`config.mk`:
```
export PLATFORM = sky130hd
export DESIGN_NAME = flash_pin_function_protect_ctrl
export DESIGN_NICKNAME = d
export VERILOG_FILES = /design/src/pin_function_pkg.sv /design/src/pin_function_decode.sv /design/src/flash_pin_function_protect_ctrl.sv
export SDC_FILE = /design/constraint.sdc
export NUM_CORES = 1
export LEC_CHECK = 0
export BUFFER_PORTS_ARGS = -buffer_cell sky130_fd_sc_hd__buf_2
export CAP_MARGIN = 20
export CORE_MARGIN = 2
export CORE_UTILIZATION = 30
export DETAILED_ROUTE_END_ITERATION = 10
export PLACE_DENSITY = 0.66
export SYNTH_ARGS = -nofsm -noshare
export SYNTH_HDL_FRONTEND = slang
export SYNTH_SLANG_ARGS = --single-unit
```
`constraint.sdc`:
```
create_clock -name mclk_i -period 1.26 [get_ports mclk_i]
set_input_delay 0 -clock mclk_i [delete_from_list [all_inputs] [get_ports mclk_i]]
set_output_delay 0 -clock mclk_i [all_outputs]
set_load 0.1 [all_outputs]
```
`src/pin_function_pkg.sv`:
```
// Constants for the flash pin function and protection control block
package pin_function_pkg;
	// Status protection field positions within the write data byte
	localparam int unsigned SWD_BIT = 7;
	localparam int unsigned QE_BIT = 6;
	localparam int unsigned BP3_BIT = 5;
	localparam int unsigned BP0_BIT = 2;
	localparam int unsigned PROT_W = 6;
	localparam logic [5:0] PROT_RESET = 6'h00;
	localparam logic HOLD_RESET_SEL_RESET = 1'b0;
	localparam logic FUNC_REG_RESET = 1'b0;
	// Bit of the function configuration that disables the dedicated reset
	localparam int unsigned FUNC_RST_DIS_BIT = 0;
	// Reset cycles still held after the reset pin releases
	localparam int unsigned RST_HOLD_CYC = 1;
	typedef enum logic [1:0] {
		SHARED_PAUSE,
		SHARED_RESET,
		SHARED_LANE3
	} shared_fn_e;
endpackage : pin_function_pkg

```
`src/pin_function_decode.sv`:
```
// Function decode for the two shared multi-function pins
`timescale 1ns/1ps
`default_nettype none
module pin_function_decode
	import pin_function_pkg::*;
(
	input wire logic quad_enable_i,
	input wire logic hold_reset_select_i,
	input wire logic dedicated_pin_present_i,
	input wire logic dedicated_rst_disable_i,
	output logic wp_active_o,
	output shared_fn_e shared_fn_o
);
	always_comb begin
		wp_active_o = ~quad_enable_i;
		if (quad_enable_i) begin
			shared_fn_o = SHARED_LANE3;
		end else if (dedicated_pin_present_i && !dedicated_rst_disable_i) begin
			shared_fn_o = SHARED_PAUSE;
		end else if (hold_reset_select_i) begin
			shared_fn_o = SHARED_RESET;
		end else begin
			shared_fn_o = SHARED_PAUSE;
		end
	end
endmodule : pin_function_decode
`default_nettype wire

```
`src/flash_pin_function_protect_ctrl.sv`:
```
// Pin function muxing, write protection, pause and hardware reset control
`timescale 1ns/1ps
`default_nettype none
// Function
// Refuse protection bit writes when write disable is 1 and protect pin low.
// Write disable 0 lets status writes through whatever the protect pin level.
// Quad enable 1 turns protect pin into data lane 2 only.
// Quad enable 1 turns shared pin into data lane 3 only.
// No dedicated reset pin: select bit picks pause (0) or reset (1).
// Dedicated reset enabled: shared pin is always pause when quad off.
// Dedicated reset disabled: select bit picks pause or reset.
// Pause low while selected puts serial output in high impedance.
// Pause freezes the transaction and resumes from the same point.
// Hardware reset low holds reset with outputs high impedance.
// Function configuration bit 0 set disables the dedicated reset pin.
// Host avoids hardware reset during internal write, program or erase.
// Chip select high deselects, ignores data, outputs high impedance.
// Shared pin in reset role acts like the dedicated reset pin.
module flash_pin_function_protect_ctrl
	import pin_function_pkg::*;
#(
	parameter bit DEDICATED_RESET_PIN = 1'b1
) (
	input wire logic mclk_i,
	input wire logic reset_i,
	input wire logic chip_select_n_i,
	input wire logic write_protect_n_i,
	input wire logic shared_pin_i,
	input wire logic dedicated_reset_n_i,
	input wire logic status_wr_i,
	input wire logic [7:0] status_wr_data_i,
	input wire logic cfg_wr_i,
	input wire logic hold_reset_select_wr_i,
	input wire logic func_wr_i,
	input wire logic func_rst_disable_i,
	input wire logic core_out_en_i,
	input wire logic so_en_i,
	input wire logic lane2_out_i,
	input wire logic lane3_out_i,
	output logic status_write_disable_o,
	output logic quad_enable_o,
	output logic [3:0] block_protect_o,
	output logic hold_reset_select_o,
	output logic func_rst_disable_o,
	output logic status_wr_refused_o,
	output logic wp_active_o,
	output logic [1:0] shared_fn_o,
	output logic pause_o,
	output logic core_run_o,
	output logic device_reset_o,
	output logic so_oe_n_o,
	output logic lane2_oe_n_o,
	output logic lane3_oe_n_o,
	output logic lane2_o,
	output logic lane3_o
);
	logic [5:0] prot_q, prot_d;
	logic hrs_q, hrs_d;
	logic frd_q, frd_d;
	logic refused_q, refused_d;
	logic rst_q, rst_d;
	logic l2_q, l2_d, l3_q, l3_d;
	logic wp_act;
	shared_fn_e sfn;
	logic selected, pause_lvl, pin_rst, wr_blocked;

	pin_function_decode u_decode (
		.quad_enable_i(prot_q[QE_BIT-2]),
		.hold_reset_select_i(hrs_q),
		.dedicated_pin_present_i(DEDICATED_RESET_PIN),
		.dedicated_rst_disable_i(frd_q),
		.wp_active_o(wp_act),
		.shared_fn_o(sfn)
	);

	always_comb begin
		selected = ~chip_select_n_i;
		pause_lvl = (sfn == SHARED_PAUSE) && !shared_pin_i && selected;
		// Dedicated pin counts only when present and not disabled
		pin_rst = (DEDICATED_RESET_PIN && !frd_q && !dedicated_reset_n_i)
			|| ((sfn == SHARED_RESET) && !shared_pin_i);
		wr_blocked = prot_q[SWD_BIT-2] && wp_act
			&& !write_protect_n_i;
	end

	always_comb begin
		prot_d = prot_q;
		hrs_d = hrs_q;
		frd_d = frd_q;
		refused_d = 1'b0;
		rst_d = pin_rst;
		l2_d = lane2_out_i;
		l3_d = lane3_out_i;
		// Pin reset blocks writes from its first cycle, not one later
		if (rst_q || pin_rst) begin
			rst_d = pin_rst;
		end else if (selected && !pause_lvl) begin
			// Writes only land while selected and not paused
			if (status_wr_i) begin
				if (wr_blocked) begin
					refused_d = 1'b1;
				end else begin
					prot_d = status_wr_data_i[SWD_BIT:BP0_BIT];
				end
			end
			if (cfg_wr_i) begin
				hrs_d = hold_reset_select_wr_i;
			end
			if (func_wr_i) begin
				frd_d = func_rst_disable_i;
			end
		end
	end

	always_ff @(posedge mclk_i) begin
		if (reset_i) begin
			prot_q <= PROT_RESET;
			hrs_q <= HOLD_RESET_SEL_RESET;
			frd_q <= FUNC_REG_RESET;
			refused_q <= 1'b0;
			rst_q <= 1'b0;
			l2_q <= 1'b0;
			l3_q <= 1'b0;
		end else begin
			prot_q <= prot_d;
			hrs_q <= hrs_d;
			frd_q <= frd_d;
			refused_q <= refused_d;
			rst_q <= rst_d;
			l2_q <= l2_d;
			l3_q <= l3_d;
		end
	end

	// Output enables are combinational so high impedance is immediate
	always_comb begin
		status_write_disable_o = prot_q[SWD_BIT-2];
		quad_enable_o = prot_q[QE_BIT-2];
		block_protect_o = prot_q[BP3_BIT-2:0];
		hold_reset_select_o = hrs_q;
		func_rst_disable_o = frd_q;
		status_wr_refused_o = refused_q;
		wp_active_o = wp_act;
		shared_fn_o = sfn;
		pause_o = pause_lvl;
		device_reset_o = rst_q | pin_rst;
		// Sequence state stays frozen, not cleared, during pause
		core_run_o = selected && !pause_lvl && !device_reset_o;
		so_oe_n_o = !(core_run_o && so_en_i && core_out_en_i);
		lane2_oe_n_o = !(core_run_o && !wp_act && core_out_en_i);
		lane3_oe_n_o = !(core_run_o && (sfn == SHARED_LANE3)
			&& core_out_en_i);
		lane2_o = l2_q;
		lane3_o = l3_q;
	end

	property p_refuse;
		@(posedge mclk_i) disable iff (reset_i)
		(status_wr_i && wr_blocked && core_run_o)
			|=> (status_wr_refused_o && $stable(prot_q));
	endproperty
	a_refuse: assert property (p_refuse) else $error("protected write accepted");
	property p_accept;
		@(posedge mclk_i) disable iff (reset_i)
		(status_wr_i && !prot_q[SWD_BIT-2] && core_run_o)
			|=> (prot_q == $past(status_wr_data_i[SWD_BIT:BP0_BIT]));
	endproperty
	a_accept: assert property (p_accept) else $error("status write lost");
	property p_lane2;
		@(posedge mclk_i) disable iff (reset_i)
		quad_enable_o |-> !wp_active_o;
	endproperty
	a_lane2: assert property (p_lane2) else $error("protect pin active in quad");
	property p_lane3;
		@(posedge mclk_i) disable iff (reset_i)
		quad_enable_o |-> (shared_fn_o == SHARED_LANE3) && !pause_o;
	endproperty
	a_lane3: assert property (p_lane3) else $error("shared pin not lane 3");
	property p_sel;
		@(posedge mclk_i) disable iff (reset_i)
		(!quad_enable_o && (!DEDICATED_RESET_PIN || frd_q))
			|-> (shared_fn_o == (hrs_q ? SHARED_RESET : SHARED_PAUSE));
	endproperty
	a_sel: assert property (p_sel) else $error("select bit ignored");
	property p_fixed_pause;
		@(posedge mclk_i) disable iff (reset_i)
		(!quad_enable_o && DEDICATED_RESET_PIN && !frd_q)
			|-> (shared_fn_o == SHARED_PAUSE);
	endproperty
	a_fixed_pause: assert property (p_fixed_pause) else $error("not pause");
	property p_pause_hiz;
		@(posedge mclk_i) disable iff (reset_i)
		pause_o |-> so_oe_n_o ##1 $stable(prot_q);
	endproperty
	a_pause_hiz: assert property (p_pause_hiz) else $error("output during pause");
	property p_rst_hiz;
		@(posedge mclk_i) disable iff (reset_i)
		device_reset_o |-> so_oe_n_o && lane2_oe_n_o && lane3_oe_n_o;
	endproperty
	a_rst_hiz: assert property (p_rst_hiz) else $error("output in reset");
	property p_desel;
		@(posedge mclk_i) disable iff (reset_i)
		chip_select_n_i |-> so_oe_n_o ##1 $stable(prot_q);
	endproperty
	a_desel: assert property (p_desel) else $error("deselected activity");
	property p_shared_rst;
		@(posedge mclk_i) disable iff (reset_i)
		((shared_fn_o == SHARED_RESET) && !shared_pin_i) |-> device_reset_o;
	endproperty
	a_shared_rst: assert property (p_shared_rst) else $error("no shared reset");
	c_refused: cover property (@(posedge mclk_i) status_wr_refused_o);
	c_pause: cover property (@(posedge mclk_i) pause_o ##1 !pause_o);
	c_quad: cover property (@(posedge mclk_i) quad_enable_o);
	c_shrst: cover property (@(posedge mclk_i) shared_fn_o == SHARED_RESET);
endmodule : flash_pin_function_protect_ctrl
`default_nettype wire

```
* Yosys cells after proc, flatten, opt, wreduce, memory -nomap -nowiden
Cells that the tools add are included.
** Storage, ports and cells
- Input bits :: 23
- Register bits :: 12
- Logic and storage cells :: 50
- Output and inout port bits :: 20
** Operators by class
- Bitwise gates (word level) :: 7
- Reduce and logical (&&, ||, !) cells :: 30
- Equality and inequality tests :: 2
- Multiplexer cells :: 4
** Operator list (number)
- $logic_and 1x1->1 :: 14
- $logic_not 1->1 :: 9
- $not 1->1 :: 6
- $reduce_and 3->1 :: 2
- $mux 2 :: 2
- $reduce_and 4->1 :: 1
- $reduce_or 4->1 :: 1
- $eq 2x1->1 const B :: 1
- $eq 2x2->1 const B :: 1
- $logic_not 2->1 :: 1
- $logic_or 1x1->1 :: 2
- $mux 1 :: 2
- $or 1x1->1 :: 1

* Longest topological paths before layout
- Depth after elaboration :: 12
- Depth in mapped cells :: 5
- Mapped depth without buffers :: 4

* By module
A second synthesis with hierarchy kept.
** Second synthesis, totals
- Cells, all modules :: 64
- Area, all modules :: 570.5 um2
** By module, submodules not included
- flash_pin_function_protect_ctrl :: sequential area each 240.2 um2, area an instance 546.8 um2, instances 1, cells an instance 60
- pin_function_decode :: sequential area each 0.0 um2, area an instance 23.8 um2, instances 1, cells an instance 4

* Worst setup path before layout
Ideal clock, no wire load.
- Kind :: reg-to-output
- Start :: reg prot_q[4]
- End :: out pause_o
- Stages on the path, launching flop included :: 2
- Required time :: 1260 ps
- Arrival time :: 5546 ps
- Path slack :: -4286 ps
- Cell sequence :: dfxtp_1 -> a2111oi_0
** Between the ends
- Word-level cells in the longest chain between the ends :: 4
** Ends and longest elaborated chain
- start, declared :: line flash_pin_function_protect_ctrl.sv:57 : logic [5:0] prot_q, prot_d;
- start signal, assigned :: line flash_pin_function_protect_ctrl.sv:125 : prot_q <= prot_d;
- $mux 2 :: line pin_function_decode.sv:16 : if (quad_enable_i) begin
- $logic_not 2->1 :: line flash_pin_function_protect_ctrl.sv:78 : pause_lvl = (sfn == SHARED_PAUSE) && !shared_pin_i && selected;
- $logic_and 1x1->1 (2 in a row) :: line flash_pin_function_protect_ctrl.sv:78
- end, declared :: line flash_pin_function_protect_ctrl.sv:48 : output logic pause_o,
Every way passes these cells.

* Worst setup path after layout
- Start :: reg frd_q, in the netlist func_rst_disable_o
- End :: out so_oe_n_o
** Between the ends
- Word-level cells in the longest chain between the ends :: 11
- Elaborated cells on any way between the ends :: 18
- Classes of those cells :: eq/ne: 1; mux: 2; bitwise: 1; reduce/logical: 14
** Ends and longest elaborated chain
- start, declared :: line flash_pin_function_protect_ctrl.sv:59 : logic frd_q, frd_d;
- start signal, assigned :: line flash_pin_function_protect_ctrl.sv:127 : frd_q <= frd_d;
- $mux 2 :: line pin_function_decode.sv:18 : end else if (dedicated_pin_present_i && !dedicated_rst_disable_i) begin
- $mux 2 :: line pin_function_decode.sv:16
- $eq 2x1->1 or $logic_not 2->1 (tied branches) :: line flash_pin_function_protect_ctrl.sv:81, flash_pin_function_protect_ctrl.sv:78
- $logic_and 1x1->1, on equally long branches :: line flash_pin_function_protect_ctrl.sv:81, flash_pin_function_protect_ctrl.sv:78
- $logic_or 1x1->1 or $logic_and 1x1->1 (tied branches) :: line flash_pin_function_protect_ctrl.sv:81, flash_pin_function_protect_ctrl.sv:78
- $or 1x1->1 or $logic_not 1->1 (tied branches) :: line flash_pin_function_protect_ctrl.sv:146, flash_pin_function_protect_ctrl.sv:148
- $logic_not 1->1 or $logic_and 1x1->1 (tied branches) :: line flash_pin_function_protect_ctrl.sv:148 : core_run_o = selected && !pause_lvl && !device_reset_o;
- $logic_and 1x1->1 (*) :: line flash_pin_function_protect_ctrl.sv:148
- $logic_and 1x1->1 (*) (2 in a row) :: line flash_pin_function_protect_ctrl.sv:149 : so_oe_n_o = !(core_run_o && so_en_i && core_out_en_i);
- $logic_not 1->1 (*) :: line flash_pin_function_protect_ctrl.sv:149
- end, declared :: line flash_pin_function_protect_ctrl.sv:51 : output logic so_oe_n_o,
Every way passes the cells marked *; elsewhere a longest branch is shown, timed or not.

==> flow_summary.toml <==
[grt]
grt_pass1_wl_mm = 2.53
overflow = 0
grt_max_degree = 19
track_usage_pct = 17.0
first_global_vias = 615
grt_antenna_before_repair = 0

[synthesis]
yosysWarnings = 0
netlist_area_um2 = 557
synthMuxAreaShare_pct = 10.8
yosys.area_share.xor_xnor_pct = 0
yosys-top-cells-count = "12 x dfxtp_1, 12 x nand2b_1, 6 x mux2i_1"
synth.net_count = 81
synth_top_area_share_pct = 43.1
avgSynthCellArea_um2 = 9.60
synth-seq-area-share_pct = 43.1
synth_top_family_by_area = "simple AND/OR/NAND/NOR gates"
synth_edf_count = 0
yosys-top-cells-area = "dfxtp_1 43%, nand2b_1 13%, mux2i_1 11%, nand3_1 4.5%, nor4_4 3.8%"
synth_flop_cell = "dfxtp_1"
synth-compound-area-share_pct = 8.09
yosys.area_share.adder_pct = 0
synthCells = 58
synth_largest_area_cell = "dfxtp_1"
ys_async_sr_fraction_pct = 0
yosys.area_share.simple_pct = 33.3
ys_types = 21
synth.ff_latch_count = 12

[power_and_ir_drop]
ir_worst_vdd_uv = 518
p_comb_share_pct = 32.0
p_sw_share_pct = 33.4
power_switching_mw = 0.311
p_leak_nw = 0.523
p_seq_share_pct = 42.1
p_int_mw = 0.621
powerDensity_mw_per_mm2 = 784
clkPwrFrac_pct = 25.9

[clock_network]
root_buffer = "clkbuf_4"
cts_tree = "done"
worstSkewPairLatency_ps = 270
cts_sinks = 12
htree_levels = 1
cts_max_path_buffers = 2
numCtsBuffers = 3
clk_pin_slew_ps = 70

[placement]
gp_congestion = 0.691
io_buffers = 40
placed_cells = 124
dp_hpwl_mm = 1.03

[drt]
viasPerCell = 4.42
drtIter0Drc = 1
drtPass1Iterations = 2
wirelength_mm = 1.68
antenna_left = 0
route.detailed.drc = 0
wl_per_cell_um = 11.6
vias = 637

[critical_path]
r2r_end = "func_rst_disable_o"
rr_worst_depth = 7
rrSetupSlack_ps = -100
critPathSlowestCell = "dfxtp_4"
cp-end-kind = "output pin"
cp_slowest_stage_delay_ps = 350
crit_fanout = 7
criticalPathCategory = "flip-flop to output pin"
start_kind = "flip-flop"
critPathRequiredTime_ps = 1260
critPathArrivalTime_ps = 1370
crit_chain = "nor2_2, nor4_4, buf_6, nand3_2, buf_12"
r2r_start = "func_rst_disable_o"

[die]
rows = 15
io_pins = 43
initial_core_util_pct = 31.9
die_h_um = 47.1
die_area_mm2 = 0.00222
die_x_um = 47.1
core_area_mm2 = 0.00175

[layout]
final_cells = 144
fill_cells = 148
area.growth.synth_to_final_pct = 114
drive_above_1_share_pct = 56.3
layout.nets = 143
diodes = 0
area.sequential_um2 = 250
post-route-util_pct = 68.2
multi_input_area_um2 = 348

[job]
maxCapViolCount = 0

[run_status]
outcome = "finished with violations"
violations = "setup timing"

[timing]
setup_violations = 7
worst_pin_slew_ps = 495
slew_headroom_pct = 67.2
period_share_pct = 108
finClkSkew_ps = 4.70
hold_viol = 0
drv_slew = 0
min_period_ps = 1370
worst_slack_ps = -106
max_freq_ghz = 0.732
rsz0062_at_grt = "yes"

[worst_hold_path]
min_from = "status_wr_data_i[5]"
hold_path.class = "primary input to flip-flop"
min_to = "prot_q[3]"
hold_path_depth = 3
-- layout by cell type (no fill, tap or decap), types with 2 or more instances in the layout --
cell and n:
a21oi_1 2, buf_2 32, buf_4 3, nand3_2 3, clkbuf_4 3, nand2_1 2
dfxtp_1 8, a21bo_2 2, nand2b_1 11, mux2i_1 6, nor2b_1 2, nand3_1 2
nor2_1 2, dfxtp_4 2, dlygate4sd3_1 13, dfxtp_2 2, buf_12 9, buf_6 2
-- power groups by stage --
stage                     clock network [mW]  logic, mW  registers (mW)
after floorplan                            0      0.102           0.463
after global placement                     0      0.244           0.400
after detailed placement                   0      0.246           0.401
after CTS                              0.251      0.296           0.393
after global routing                   0.268      0.314           0.394
final                                  0.242      0.298           0.393
-- kinds of logic after synthesis --
group / count (synthesis)
AND/OR/NAND/NOR: 30
multiplexers: 6
flip-flops: 12
buffers and inverters: 4
AO/OA/AOI/OAI: 6
-- what timing repair did --
item                                   CTS  global route
setup endpoints to repair               12            16
pin swaps                                3             0
hold buffers                            13             0
cloned                                   0             0
endpoints found under the hold margin   10             0
resized for setup                       21             3
buffers inserted                         3             0
-- worst max-delay path, delay by kind of cell (launching register included) --
kind	cells	cell delay, ps
and+or+nand+nor	3	390
DFF	1	350
buffers and inverters	2	360
-- sequential cells by signal (all words and copies together), names as in the netlist --
register	cells
status_wr_refused_o	1
rst_q	1
func_rst_disable_o	1
lane2_o	1
prot_q	6
hold_reset_select_o	1
lane3_o	1
-- metal layers --
| layer | global-route usage (%) | wire, µm | up-vias |
|---|---|---|---|
| met5 | 0 | 0 | - |
| met4 | 11.7 | 19 | 0 |
| met3 | 1.15 | 104 | 2 |
| met2 | 33.7 | 924 | 29 |
| met1 | 16.1 | 628 | 285 |
| li1 | - | - | 321 |
-- cell type report --
| type | instances | area share (%) |
|---|---|---|
| repair buffers | 60 | 44.6 |
| multi-input cells | 42 | 29.2 |
| flip-flops and latches | 12 | 21.0 |
| well taps | 25 | 2.63 |
| clock buffers | 3 | 1.89 |
| clock inverters | 1 | 0.315 |
| inverters | 1 | 0.315 |
-- worst max path at each step --
| stage | endpoint | start |
|---|---|---|
| 2_1_floorplan | lane2_oe_n_o | prot_q[4] |
| 3_3_place_gp | prot_q[4] | prot_q[4] |
| 3_5_place_dp | prot_q[3] | prot_q[4] |
| 4_1_cts | lane3_oe_n_o | func_rst_disable_o |
| 5_1_grt | lane3_oe_n_o | func_rst_disable_o |
| 6_report | so_oe_n_o | func_rst_disable_o |
-- stage by stage --
step / worst slack [ps] / setup TNS, ps / hold WS, ps / power, mW / instance area [µm²]
2_1_floorplan: -1830 / -19130 / 114 / 0.565 / 587
3_3_place_gp: 6.36 / 0 / 221 / 0.644 / 901
3_5_place_dp: -14.5 / -26.5 / 216 / 0.647 / 901
4_1_cts: -123 / -716 / 0.276 / 0.940 / 1180
5_1_grt: -185 / -1630 / 39.8 / 0.976 / 1190
6_report: -106 / -622 / 16.2 / 0.933 / 1190
(Power assumes the default switching activity.)
